<file path="src/common/csl_pkg.sv">
// Purpose: Shared constants and types for the crosspoint serial loader.
// Assumes: One 100 MHz clock; the serial pins arrive from outside its domain.
// Notes:
`default_nettype none
package csl_pkg;
   localparam int CSL_ROWS        = 16;
   localparam int CSL_COLS        = 16;
   localparam int CSL_BITS        = CSL_ROWS * CSL_COLS;
   localparam int CSL_FIFO_DEPTH  = 8;
   localparam int CSL_CLK_HZ      = 100_000_000;
   localparam int CSL_SHIFT_MIN_HZ  = 20_000;
   localparam int CSL_LOAD_MAX_MS   = 5;
   // Longest times round down
   localparam int CSL_SHIFT_GAP_CYC = CSL_CLK_HZ / CSL_SHIFT_MIN_HZ;
   localparam int CSL_LOAD_MAX_CYC  = (CSL_CLK_HZ / 1000) * CSL_LOAD_MAX_MS;
   localparam int CSL_TMR_W         = 20;
   localparam logic [CSL_BITS-1:0] CSL_REG_RESET = '0;

   typedef struct packed {
      logic shiftClk;
      logic shiftDataIn;
      logic loadStrobe_b;
   } csl_pins_t;

   typedef struct packed {
      logic dataBit;
   } csl_word_t;

   localparam csl_pins_t CSL_PINS_IDLE = '{shiftClk: 1'b0, shiftDataIn: 1'b0,
                                           loadStrobe_b: 1'b1};
endpackage
`default_nettype wire

</file>
<file path="src/csl_fifo.sv">
// Purpose: Small FIFO between the serial edge sampler and the shift register.
// Assumes: Single clock, synchronous active-low reset.
// Notes: Full and empty come from an occupancy count, so they are exact.
`default_nettype none
module csl_fifo
   import csl_pkg::*;
#(
   parameter int WIDTH = 1,
   parameter int DEPTH = CSL_FIFO_DEPTH
) (
   input  wire logic             clk,
   input  wire logic             rst_b,
   input  wire logic             inValid,
   output logic                  inReady,
   input  wire logic [WIDTH-1:0] inData,
   output logic                  outValid,
   input  wire logic             outReady,
   output logic      [WIDTH-1:0] outData
);
   localparam int AW = (DEPTH > 1) ? $clog2(DEPTH) : 1;
   localparam int CW = $clog2(DEPTH + 1);
   localparam logic [CW-1:0] FULL_CNT = CW'(DEPTH);
   localparam logic [AW-1:0] LAST_PTR = AW'(DEPTH - 1);

   logic [WIDTH-1:0] mem_r [DEPTH];
   logic [AW-1:0]    wrPtr_r;
   logic [AW-1:0]    rdPtr_r;
   logic [CW-1:0]    count_r;
   logic             doPush;
   logic             doPop;

   assign inReady  = (count_r != FULL_CNT);
   assign outValid = (count_r != '0);
   assign outData  = mem_r[rdPtr_r];
   assign doPush   = inValid && inReady;
   assign doPop    = outValid && outReady;

   always_ff @(posedge clk) begin
      if (doPush) begin
         mem_r[wrPtr_r] <= inData;
      end
   end

   always_ff @(posedge clk) begin
      if (!rst_b) begin
         wrPtr_r <= '0;
      end else if (doPush) begin
         wrPtr_r <= (wrPtr_r == LAST_PTR) ? '0 : wrPtr_r + 1'b1;
      end
   end

   always_ff @(posedge clk) begin
      if (!rst_b) begin
         rdPtr_r <= '0;
      end else if (doPop) begin
         rdPtr_r <= (rdPtr_r == LAST_PTR) ? '0 : rdPtr_r + 1'b1;
      end
   end

   always_ff @(posedge clk) begin
      if (!rst_b) begin
         count_r <= '0;
      end else if (doPush && !doPop) begin
         count_r <= count_r + 1'b1;
      end else if (doPop && !doPush) begin
         count_r <= count_r - 1'b1;
      end
   end
endmodule
`default_nettype wire

</file>
<file path="src/csl_loader.sv">
// Purpose: Serial loader and static latches for a 16 by 16 crosspoint matrix.
// Assumes: Serial clock, data and strobe come from pins and are synchronised here.
// Notes: The serial clock must be well below half the system clock for edge detection.
`default_nettype none
module csl_loader
   import csl_pkg::*;
#(
   parameter int SHIFT_GAP_CYC = CSL_SHIFT_GAP_CYC,
   parameter int LOAD_MAX_CYC  = CSL_LOAD_MAX_CYC
) (
   input  wire logic                clk,
   input  wire logic                rst_b,
   input  wire logic                shiftClk,
   input  wire logic                shiftDataIn,
   input  wire logic                loadStrobe_b,
   output logic                     shiftDataOut,
   output logic      [CSL_BITS-1:0] switchClosed,
   output logic                     shiftTooSlow,
   output logic                     loadLate
);
   localparam logic [CSL_TMR_W-1:0] GAP_LIMIT  = CSL_TMR_W'(SHIFT_GAP_CYC);
   localparam logic [CSL_TMR_W-1:0] LOAD_LIMIT = CSL_TMR_W'(LOAD_MAX_CYC);

   csl_pins_t         pinMeta_r;
   csl_pins_t         pinSync_r;
   csl_pins_t         pinPrev_r;
   logic              riseEdge;
   logic              pending_r;
   csl_word_t         pendWord_r;
   csl_word_t         pushWord;
   logic              pushValid;
   logic              pushReady;
   logic              popValid;
   logic              popReady;
   csl_word_t         popWord;
   logic              shiftNow;
   logic              strobeLow;
   logic [CSL_BITS-1:0] shiftReg_r;
   logic [CSL_BITS-1:0] latch_r;
   logic [CSL_TMR_W-1:0] gapTmr_r;
   logic [CSL_TMR_W-1:0] loadTmr_r;
   logic              loading_r;
   logic              armed_r;

   // Two-stage synchronisers on every pin
   always_ff @(posedge clk) begin
      if (!rst_b) begin
         pinMeta_r <= CSL_PINS_IDLE;
      end else begin
         pinMeta_r <= '{shiftClk: shiftClk, shiftDataIn: shiftDataIn,
                        loadStrobe_b: loadStrobe_b};
      end
   end

   always_ff @(posedge clk) begin
      if (!rst_b) begin
         pinSync_r <= CSL_PINS_IDLE;
         pinPrev_r <= CSL_PINS_IDLE;
      end else begin
         pinSync_r <= pinMeta_r;
         pinPrev_r <= pinSync_r;
      end
   end

   // Data travels beside the clock through equal stages, so setup and hold carry over
   assign riseEdge  = pinSync_r.shiftClk && !pinPrev_r.shiftClk;
   assign strobeLow = !pinSync_r.loadStrobe_b;

   // An edge that meets a full FIFO is parked; a second edge while parked is lost
   assign pushValid = riseEdge || pending_r;
   assign pushWord  = pending_r ? pendWord_r : csl_word_t'{dataBit: pinSync_r.shiftDataIn};

   always_ff @(posedge clk) begin
      if (!rst_b) begin
         pending_r  <= 1'b0;
         pendWord_r <= '{dataBit: 1'b0};
      end else if (pushValid && !pushReady) begin
         pending_r  <= 1'b1;
         pendWord_r <= pushWord;
      end else if (pushReady) begin
         pending_r  <= 1'b0;
      end
   end

   csl_fifo #(
      .WIDTH ($bits(csl_word_t)),
      .DEPTH (CSL_FIFO_DEPTH)
   ) u_fifo (
      .clk      (clk),
      .rst_b    (rst_b),
      .inValid  (pushValid),
      .inReady  (pushReady),
      .inData   (pushWord),
      .outValid (popValid),
      .outReady (popReady),
      .outData  (popWord)
   );

   // Register is frozen while the strobe is low so the copied word is consistent
   assign popReady = !strobeLow;
   assign shiftNow = popValid && popReady;

   // First bit in ends in the top index, which is row fifteen column fifteen
   always_ff @(posedge clk) begin
      if (!rst_b) begin
         shiftReg_r <= CSL_REG_RESET;
      end else if (shiftNow) begin
         shiftReg_r <= {shiftReg_r[CSL_BITS-2:0], popWord.dataBit};
      end
   end

   assign shiftDataOut = shiftReg_r[CSL_BITS-1];

   // Latches change only while the strobe is low
   always_ff @(posedge clk) begin
      if (!rst_b) begin
         latch_r <= CSL_REG_RESET;
      end else if (strobeLow) begin
         latch_r <= shiftReg_r;
      end
   end

   // Index is row times sixteen plus column; one closes the switch
   assign switchClosed = latch_r;

   // Watchdogs on the controller's timing, reported as sticky levels
   always_ff @(posedge clk) begin
      if (!rst_b) begin
         gapTmr_r     <= '0;
         armed_r      <= 1'b0;
         shiftTooSlow <= 1'b0;
      end else if (riseEdge) begin
         gapTmr_r <= '0;
         armed_r  <= 1'b1;
      end else if (strobeLow) begin
         armed_r  <= 1'b0;
      end else if (armed_r && gapTmr_r != GAP_LIMIT) begin
         gapTmr_r <= gapTmr_r + 1'b1;
      end else if (armed_r) begin
         shiftTooSlow <= 1'b1;
      end
   end

   always_ff @(posedge clk) begin
      if (!rst_b) begin
         loadTmr_r <= '0;
         loading_r <= 1'b0;
         loadLate  <= 1'b0;
      end else if (riseEdge) begin
         loadTmr_r <= '0;
         loading_r <= 1'b1;
      end else if (loading_r && pinSync_r.loadStrobe_b && !pinPrev_r.loadStrobe_b) begin
         loading_r <= 1'b0;
      end else if (loading_r && loadTmr_r != LOAD_LIMIT) begin
         loadTmr_r <= loadTmr_r + 1'b1;
      end else if (loading_r) begin
         loadLate  <= 1'b1;
      end
   end
endmodule
`default_nettype wire

</file>
<file path="config.mk">
export PLATFORM = sky130hd
export DESIGN_NAME = csl_loader
export DESIGN_NICKNAME = d
export VERILOG_FILES = /design/src/common/csl_pkg.sv /design/src/csl_fifo.sv /design/src/csl_loader.sv
export SDC_FILE = /design/constraint.sdc
export NUM_CORES = 1
export LEC_CHECK = 0
export BUFFER_PORTS_ARGS = -buffer_cell sky130_fd_sc_hd__buf_2
export CAP_MARGIN = 10
export CORE_ASPECT_RATIO = 1.1
export CORE_MARGIN = 3
export CORE_UTILIZATION = 30
export DETAILED_ROUTE_END_ITERATION = 7
export GPL_TIMING_DRIVEN = 0
export HOLD_SLACK_MARGIN = 0.05
export PLACE_DENSITY = 0.59
export SLEW_MARGIN = 30
export SYNTH_ARGS = -nofsm -noshare
export SYNTH_HDL_FRONTEND = slang
export SYNTH_HIERARCHICAL = 1
export SYNTH_SLANG_ARGS = --single-unit
</file>
<file path="constraint.sdc">
create_clock -name clk -period 2.2 [get_ports clk]
set_input_delay 0.44 -clock clk [delete_from_list [all_inputs] [get_ports clk]]
set_output_delay 0.44 -clock clk [all_outputs]
set_load 0.005 [all_outputs]
</file>
==> impl_metrics.toml, run 1 <==
[yosys]
netlist_area_um2 = 22300
yosysTopAreaCellShare = 0.520
synth_flop_cell = "dfxtp_1"
synthArstFlopShare = 0
ys_ff_latch = 587
post-synth-top-count-cell = "dfxtp_1"
synth_area_leaders = "dfxtp_1 52%, mux2i_1 12%, nand2_1 9.1%"
yosys-top-cells-count = "579 x dfxtp_1, 537 x nand2_1, 259 x mux2i_1, 259 x nor2b_1, 258 x a21boi_0"
yosysWarnings = 6
ys_seq_area_frac = 0.531
synth_cells = 2290
ys_types = 51
synth_top_area_cell = "dfxtp_1"
syn_avg_cell_area_um2 = 9.72
synth-edff-count = 8
syn_nets = 2307

[global_route]
grtUsageTotal = 0.140
grt_pass1_vias = 15472
grt_util_met3 = 0.0525
met1_usage = 0.172
busiest_layer = "met2"
use_met2 = 0.223
grt_max_degree = 14
grt_pass1_wl_um = 87000
gr-total-overflow = 0
antenna_found_initial = 0

[detailed_routing]
drc = 0
antenna_left = 0
avgRoutedWirePerCell_um = 15.2
drt_iter0_drc = 599
vias = 15853
viasPerCell = 4.35
drt-total-wl_um = 55200
firstDrtPassIters = 5

[die]
die_w_um = 266
core_area_um2 = 73400
initial_core_util = 0.303
fp.dieH_um = 292
ios = 264
dieArea_um2 = 77500
row_count = 104

[sta]
setup_viol = 0
slew_violations = 0
period_minus_slack_ns = 2.17
timing.fmax_ghz = 0.460
skew_ns = 0.0226
post-route-period-util = 0.988
rsz0062_at_grt = "yes"
hold_viol_final = 0
relSlewSlack = 0.435
worst_pin_slew_ns = 0.848
whs_ns = 0.125

[cts]
cts_inserted_buffers = 68
cts_tree = "yes"
clk_pin_slew_ns = 0.06
root_buffer = "clkbuf_16"
cts_buffer_depth = 3
clk_latency_ns = 0.60
htree_levels = 3
clock-sinks = 587

[status]
status = "finished, final reports clean"

[placed_design]
numPortBuffers = 263
placed_cells = 3507
dpl.hpwl_um = 38500
gp_congestion = 0.752
placed_area_um2 = 24800

[worst_hold_path]
hold_path_class = "in2reg"
hold_depth = 3

[cells_and_area]
fin_nets = 2652
fin_cells = 3641
fillerInstances = 7486
areaGrowthSynthToFinish_pct = 23.0
final_cell_area_um2 = 27400
register_area_um2 = 11800
fin_util = 0.373
multi_input_area_um2 = 9830
drive_above_1_share = 0.187

[power]
ir_worst_vdd_mv = 0.596
p_leak_uw = 0.0116
power_uw = 26100
cellPowerDensity_nw_per_um2 = 953

[worst_setup_path]
cp-start-kind = "register"
crit_fanout = 4
reg2regPathDepth = 10
critPathKind = "reg2reg"
required_ns = 2.72
end_kind = "register"
arrival_ns = 2.70

[run]
drv_cap = 0
-- cell usage in the layout, fill, tap and decap left out, types with 16 or more instances in the layout --
| cell type | netlist | final |
|---|---|---|
| clkbuf_2 | 0 | 27 |
| dfxtp_1 | 579 | 575 |
| mux2i_1 | 259 | 259 |
| xnor2_1 | 16 | 16 |
| buf_2 | 49 | 315 |
| nand2_1 | 537 | 536 |
| nor2_1 | 42 | 42 |
| nand3_1 | 20 | 20 |
| nor2b_1 | 259 | 259 |
| a21boi_0 | 258 | 258 |
| clkbuf_16 | 0 | 69 |
| xor2_1 | 18 | 18 |
| clkbuf_1 | 95 | 73 |
| clkbuf_8 | 0 | 20 |
-- through the flow --
| step | setup TNS (ns) | setup slack, ns |
|---|---|---|
| finish | 0 | 0.0273 |
| global route | -0.0892 | -0.0365 |
| CTS | 0 | 0.000684 |
| detailed placement | -150.80 | -0.716 |
| global placement | -236.58 | -0.741 |
| floorplan | 0 | 0.00612 |
-- routing by layer --
metal | vias up | wire length [um]
li1 | 8238 | -
met1 | 7283 | 24700
met2 | 251 | 24800
met3 | 81 | 4030
met4 | 0 | 1560
met5 | - | 0
-- area by class of cell --
cell class              instances  area share
flip-flops and latches        587       0.432
multi-input cells            1540       0.359
clock buffers                  98      0.0732
repair buffers                277      0.0522
well taps                     954      0.0436
plain buffers                 151      0.0259
clock inverters                23      0.0121
inverters                      10     0.00174
diodes                          1   0.0000914
-- path summary, 6_finish.rpt --
path | slack [ns] | start | end
worst max register to register | 0.03 | u_fifo/count_r[2] | u_fifo/count_r[3]
worst min-delay path | 0.13 | rst_b | u_fifo/count_r[3]
worst min register to register | 0.43 | pinMeta_r[0] | popReady
worst max-delay path | 0.03 | u_fifo/count_r[2] | u_fifo/count_r[3]
-- kinds of logic after synthesis --
family / after synthesis / synth area share
xor gates and xnor gates: 34 / 0.0134
and+or+nand+nor: 944 / 0.203
adders and majority gates: 12 / 0.00708
DFF: 587 / 0.531
muxes: 263 / 0.119
AOI/OAI and AO/OA: 287 / 0.0957
buffers and inverters: 163 / 0.0302
-- critical path, cell delays in order, from the launching register on --
cell and delay, ns:
dfxtp_4 0.35, or4b_4 0.58, nand2_8 0.10, inv_8 0.03, ha_4 0.15, inv_4 0.07
ha_4 0.22, a21oi_4 0.16, a211oi_2 0.08, a31oi_1 0.18, mux2i_1 0.19
-- flip-flops by register name, summed over array words and instances (netlist names), named ones only --
register,cells
gapTmr_r,20
pinSync_r,2
loadTmr_r,20
u_fifo/rdPtr_r,3
shiftReg_r,256
pinMeta_r,3
u_fifo/wrPtr_r,3
loadLate,1
armed_r,1
pending_r,1
pinPrev_r,2
pendWord_r,1
u_fifo/count_r,4
loading_r,1
switchClosed,256
shiftTooSlow,1
popReady,1
u_fifo/mem_r,8
-- where the power goes --
group          total (uW)  switching, uW  internal [uW]  leakage (uW)
Clock               11600           4630           7000       0.00114
Sequential          10800           87.6          10800       0.00474
Combinational        3630           2570           1060       0.00572
-- what timing repair did --
action | in CTS | in global routing
pin swaps | 5 | 7
hold buffers | 3 | 0
endpoints found under the setup margin | 253 | 142
resized for setup | 45 | 20
buffers inserted | 4 | 7
hold endpoints to repair | 3 | 0
(Power assumes the default switching activity.)
==> run 2, diff against run 1 <==
Settings changed: ABC_AREA set to 1.
==> run 2 against run 1 <==
  * Clock skew is 0.011 ns higher
  * Worst hold slack better by 0.049 ns
  * First-iteration DRC count is 73% higher
  * Flip-flop and latch count stayed put
  * Setup slack better by 0.11 ns
  * Wire length is 4.1% higher
  * Total power is 26% higher
  * Critical endpoint unchanged
  * Sequential power is 39% higher
  * Non-clock buffer count is 19 higher
  * Fmax is 5.1% higher
  * Cell count is 13% higher
  * Core utilization is 0.24 points lower
==> impl_metrics.toml, run 2 <==
[placed_design]
gp_congestion = 0.784
numPortBuffers = 263
placed_area_um2 = 24000
pre_cts_slack_ns = -0.402
dpl.hpwl_um = 40600
placed_cells = 4002

[detailed_routing]
drt_iter0_drc = 1037
antenna_left = 0
avgRoutedWirePerCell_um = 13.9
viasPerCell = 4.45
drc = 0
firstDrtPassIters = 7
drt-total-wl_um = 57400
vias = 18333

[global_route]
grt_max_degree = 15
antenna_found_initial = 1
grtUsageTotal = 0.152
gr-total-overflow = 0
grt_pass1_wl_um = 91800
grt_pass1_vias = 17420

[yosys]
synth_cells = 2803
ys_types = 36
synth_area_leaders = "dfxtp_1 54%, nor2_1 20%, o21ai_0 12%"
post-synth-top-count-cell = "nor2_1"
synth_flop_cell = "dfxtp_1"
yosys-top-cells-count = "1121 x nor2_1, 579 x dfxtp_1, 515 x o21ai_0"
synth_top_area_cell = "dfxtp_1"
ys_seq_area_frac = 0.551
synth-edff-count = 8
syn_avg_cell_area_um2 = 7.66
yosysWarnings = 6
ys_ff_latch = 587
syn_nets = 2820
netlist_area_um2 = 21500
yosysTopAreaCellShare = 0.540
synthArstFlopShare = 0

[status]
status = "finished, final reports clean"

[cells_and_area]
layout_commonest_cell = "nor2_1"
areaGrowthSynthToFinish_pct = 22.1
mostFrequentLayoutCells = "1120 x nor2_1, 579 x dfxtp_1, 515 x o21ai_0, 303 x buf_2, 167 x nand2_1"
num_antenna_cells = 0
drive_above_1_share = 0.148
final_cell_area_um2 = 26200
fin_cells = 4122
fin_nets = 3154
fin_util = 0.371

[die]
fp.dieH_um = 287
die_w_um = 261
initial_core_util = 0.304
ios = 264
dieArea_um2 = 74800
row_count = 102
core_area_um2 = 70700

[sta]
hold_viol_final = 0
slew_violations = 0
post-route-period-util = 0.940
worst_pin_slew_ns = 0.884
period_minus_slack_ns = 2.07
timing.fmax_ghz = 0.484
skew_ns = 0.0334
setup_viol = 0
relSlewSlack = 0.411
worst_slack_ns = 0.133
tns_ns = 0
rsz0062_at_grt = "no"

[cts]
clock-sinks = 587
cts_tree = "yes"
cts_buffer_depth = 3
htree_levels = 3
clk_pin_slew_ns = 0.06
root_buffer = "clkbuf_16"
cts_inserted_buffers = 66
clk_latency_ns = 0.60

[worst_setup_path]
reg2regPathDepth = 12
crit_fanout = 5
rrSetupSlack_ns = 0.13
regToRegEndpoint = "u_fifo/count_r[3]"
arrival_ns = 2.55
end_kind = "register"
worstSetupEndpoint = "u_fifo/count_r[3]"
critPathKind = "reg2reg"
required_ns = 2.68
cp-start-kind = "register"
crit_start = "u_fifo/count_r[1]"
timing.rr.start = "u_fifo/count_r[1]"

[power]
pwr-share-comb = 0.206
p_leak_uw = 0.0112
pwr-share-seq = 0.455
p_sw_frac = 0.324
ir_worst_vdd_mv = 0.642
p_switching_uw = 10700
clockPowerShare = 0.339
internal-power_uw = 22300
cellPowerDensity_nw_per_um2 = 1260

[worst_hold_path]
hold_path_class = "in2reg"

[run]
drv_cap = 0
-- run 2: cell count changes after synthesis, sizes merged, moves of 11 or more --
cell / delta
a21oi: +28
nor2b: -259
a21boi: -264
inv: +56
and2: -11
nand3: +27
o21ai: +522
clkbuf: +31
nor2: +1089
nand2: -367
mux2i: -259
-- run 2: layout make-up --
type                            instances  area (um^2)
Multi-Input combinational cell       1969         8640
Clock inverter                         21          290
Clock buffer                           96         1910
Buffer                                181          777
Sequential cell                       587        11800
Timing Repair Buffer                  266         1350
Inverter                               66          248
Tap cell                              936         1170
Fill cell                            7469        44500
-- run 2: worst max-delay path, stage by stage (launching register included) --
cell and delay, ns:
dfxtp_1 0.37, nor2_4 0.16, nand3_4 0.10, nand2_4 0.09
inv_2 0.05, ha_1 0.21, inv_1 0.13, ha_1 0.27
or2_2 0.31, nand3_1 0.08, nand3_1 0.08, nand2_1 0.06
inv_1 0.04
-- run 2: what timing repair did --
action,in CTS,in global routing
setup buffers,0,0
setup endpoints to repair,0,75
hold endpoints to repair,3,0
hold buffers,3,0
resized for setup,0,14
-- run 2: worst min-delay path by stage --
stage	start	to	slack, ns	cells past startpoint
after CTS	rst_b	u_fifo/wrPtr_r[1]	0.14	3
after floorplan	pinMeta_r[1]	pinSync_r[1]	0.39	2
after global placement	pinMeta_r[2]	pinSync_r[2]	0.40	2
after global routing	rst_b	u_fifo/wrPtr_r[2]	0.17	3
after detailed placement	pinMeta_r[1]	pinSync_r[1]	0.40	2
final	rst_b	u_fifo/wrPtr_r[1]	0.17	3
-- run 2: cells by family after synthesis --
logic type / after synthesis / share of synthesized area
AO/OA/AOI/OAI: 567 / 0.136
buffers and inverters: 247 / 0.0472
adder cells (fa/ha/maj): 12 / 0.00734
AND/OR/NAND/NOR: 1369 / 0.250
flip-flops: 587 / 0.551
XOR/XNOR: 21 / 0.00857
-- run 2: layer usage --
metal	share of wire	wire, um	global-route usage	vias to the layer above
met3	0.053	3050	0.0316	81
met2	0.46	26500	0.254	319
met1	0.46	26500	0.195	8317
met4	0.023	1340	0.0506	2
met5	0.00023	13	0	-
li1	-	-	-	9614
-- run 2: power by group through the flow --
stage / Clock [uW] / Sequential (uW) / Combinational [uW]
final: 11200 / 15000 / 6790
after global routing: 12000 / 15300 / 8000
after CTS: 11600 / 15000 / 6870
after detailed placement: 0 / 15200 / 6850
after global placement: 0 / 15200 / 6730
after floorplan: 0 / 14700 / 5060
-- run 2: per-stage QoR --
stage | total power (uW) | hold slack [ns]
after CTS | 33400 | 0.140
after global placement | 21900 | 0.397
after floorplan | 19700 | 0.390
after global routing | 35300 | 0.173
after detailed placement | 22000 | 0.401
final | 33000 | 0.174
==> run 3, diff against run 2 <==
Settings changed: SETUP_SLACK_MARGIN set to 0.3.
==> run 3 against run 2 <==
  * Wire length is 1.1% lower
  * Global-route usage is 0.21 points lower
  * Combinational power is 2% higher
  * Fmax is 8.1% higher
  * Via count is 0.18% lower
  * Worst hold slack worse by 0.070 ns
==> impl_metrics.toml, run 3 (same netlist as run 2, synthesis figures left out) <==
[status]
status = "finished, final reports clean"

[placed_design]
placed_area_um2 = 24000
dpl.hpwl_um = 40300
placed_cells = 4002
pre_cts_slack_ns = -0.382
gp_congestion = 0.813
numPortBuffers = 263

[die]
initial_core_util = 0.304
fp.dieH_um = 287
core_area_um2 = 70700
die_w_um = 261
ios = 264
dieArea_um2 = 74800
row_count = 102

[worst_hold_path]
hold_start = "loadStrobe_b"
hold_path_class = "in2reg"

[sta]
setup_viol = 0
worst_slack_ns = 0.288
hold_viol_final = 0
slew_violations = 0
skew_ns = 0.0265
post-route-period-util = 0.869
period_minus_slack_ns = 1.91
rsz0062_at_grt = "yes"
relSlewSlack = 0.528
timing.fmax_ghz = 0.523
worst_pin_slew_ns = 0.708

[global_route]
grtUsageTotal = 0.150
grt_pass1_wl_um = 90800
grt_max_degree = 14
gr-total-overflow = 0
grt_pass1_vias = 17435
antenna_found_initial = 1

[detailed_routing]
drt-total-wl_um = 56800
drc = 0
drt_iter0_drc = 931
antenna_left = 0
vias = 18300
firstDrtPassIters = 5
avgRoutedWirePerCell_um = 13.8
viasPerCell = 4.44

[worst_setup_path]
critPathKind = "reg2reg"
crit_start = "u_fifo/count_r[0]"
end_kind = "register"
arrival_ns = 2.39
crit_fanout = 5
timing.rr.start = "u_fifo/count_r[0]"
required_ns = 2.68
cp-start-kind = "register"

[cells_and_area]
final_cell_area_um2 = 26200
mostFrequentLayoutCells = "1119 x nor2_1, 577 x dfxtp_1, 515 x o21ai_0, 295 x buf_2, 167 x nand2_1"
num_antenna_cells = 0
drive_above_1_share = 0.166
areaGrowthSynthToFinish_pct = 22.1
fin_cells = 4119
layout_commonest_cell = "nor2_1"
fillerInstances = 7530
fin_nets = 3153

[power]
p_leak_uw = 0.0113
ir_worst_vdd_mv = 0.561
cellPowerDensity_nw_per_um2 = 1240

[cts]
cts_inserted_buffers = 66
cts_tree = "yes"
htree_levels = 3
clk_latency_ns = 0.60
root_buffer = "clkbuf_16"
clock-sinks = 587
clk_pin_slew_ns = 0.06
cts_buffer_depth = 3

[run]
drv_cap = 0
## run 3: cell count changes in the layout (fill, tap and decap cells not counted), sizes merged
cell and delta:
clkinvlp -1, dlygate4sd3 -2, clkbuf +9, bufinv -5
clkinv +6, buf -10
## run 3: worst paths after layout
check,endpoint,slack (ns),cells after the start
worst min register to register,popReady,0.41,1
worst min-delay path,pinMeta_r[0],0.10,2
worst max-delay path,u_fifo/count_r[3],0.29,12
worst max register to register,u_fifo/count_r[3],0.29,12
## run 3: timing repair
item,CTS,global route
pin swaps,0,1
setup buffers,0,1
endpoints found under the hold margin,1,0
gates resized for setup,12,98
hold buffers,1,0
endpoints found under the setup margin,262,390
## run 3: per-stage QoR
step	hold WS [ns]	util	total power [uW]	setup TNS (ns)
6_report	0.104	0.371	32600	0
5_1_grt	0.0863	0.371	35100	0
4_1_cts	0.0648	0.369	32900	0
3_5_place_dp	0.403	0.339	22100	-46.52
3_3_place_gp	0.404	0.339	21900	-69.64
2_1_floorplan	0.390	-	19700	0
## run 3: layout make-up
| type | instances | area [um^2] | area share |
|---|---|---|---|
| timing repair buffer | 265 | 1330 | 0.0509 |
| buffer | 181 | 857 | 0.0327 |
| tap | 936 | 1170 | 0.0447 |
| clock buffer | 94 | 1940 | 0.0740 |
| clock inverter | 21 | 169 | 0.00644 |
| multi-input combinational | 1969 | 8670 | 0.331 |
| inverter | 66 | 250 | 0.00954 |
| sequential | 587 | 11800 | 0.451 |
## run 3: worst max-delay path, stage by stage, from the launching register on
cell and delay, ns:
dfxtp_2 0.35, nor2_4 0.15, nand3_4 0.11, nand2_4 0.11
inv_4 0.05, ha_2 0.18, inv_2 0.10, ha_4 0.21
or2_2 0.30, nand3_1 0.09, nand3_1 0.08, nand2_1 0.06
inv_1 0.03
## run 3: per-layer routing
metal	GRT usage	vias to the layer above	wire (um)
met4	0.0593	2	1800
met3	0.0371	101	3270
met1	0.187	8266	25900
met2	0.248	310	25900
li1	-	9621	-
met5	0	-	9
## run 3: power by group
group          leakage (uW)  switching, uW  internal (uW)
Clock               0.00104           4480           6190
Combinational       0.00544           4420           2500
Sequential          0.00482           1790          13200
Total                0.0113          10700          21900
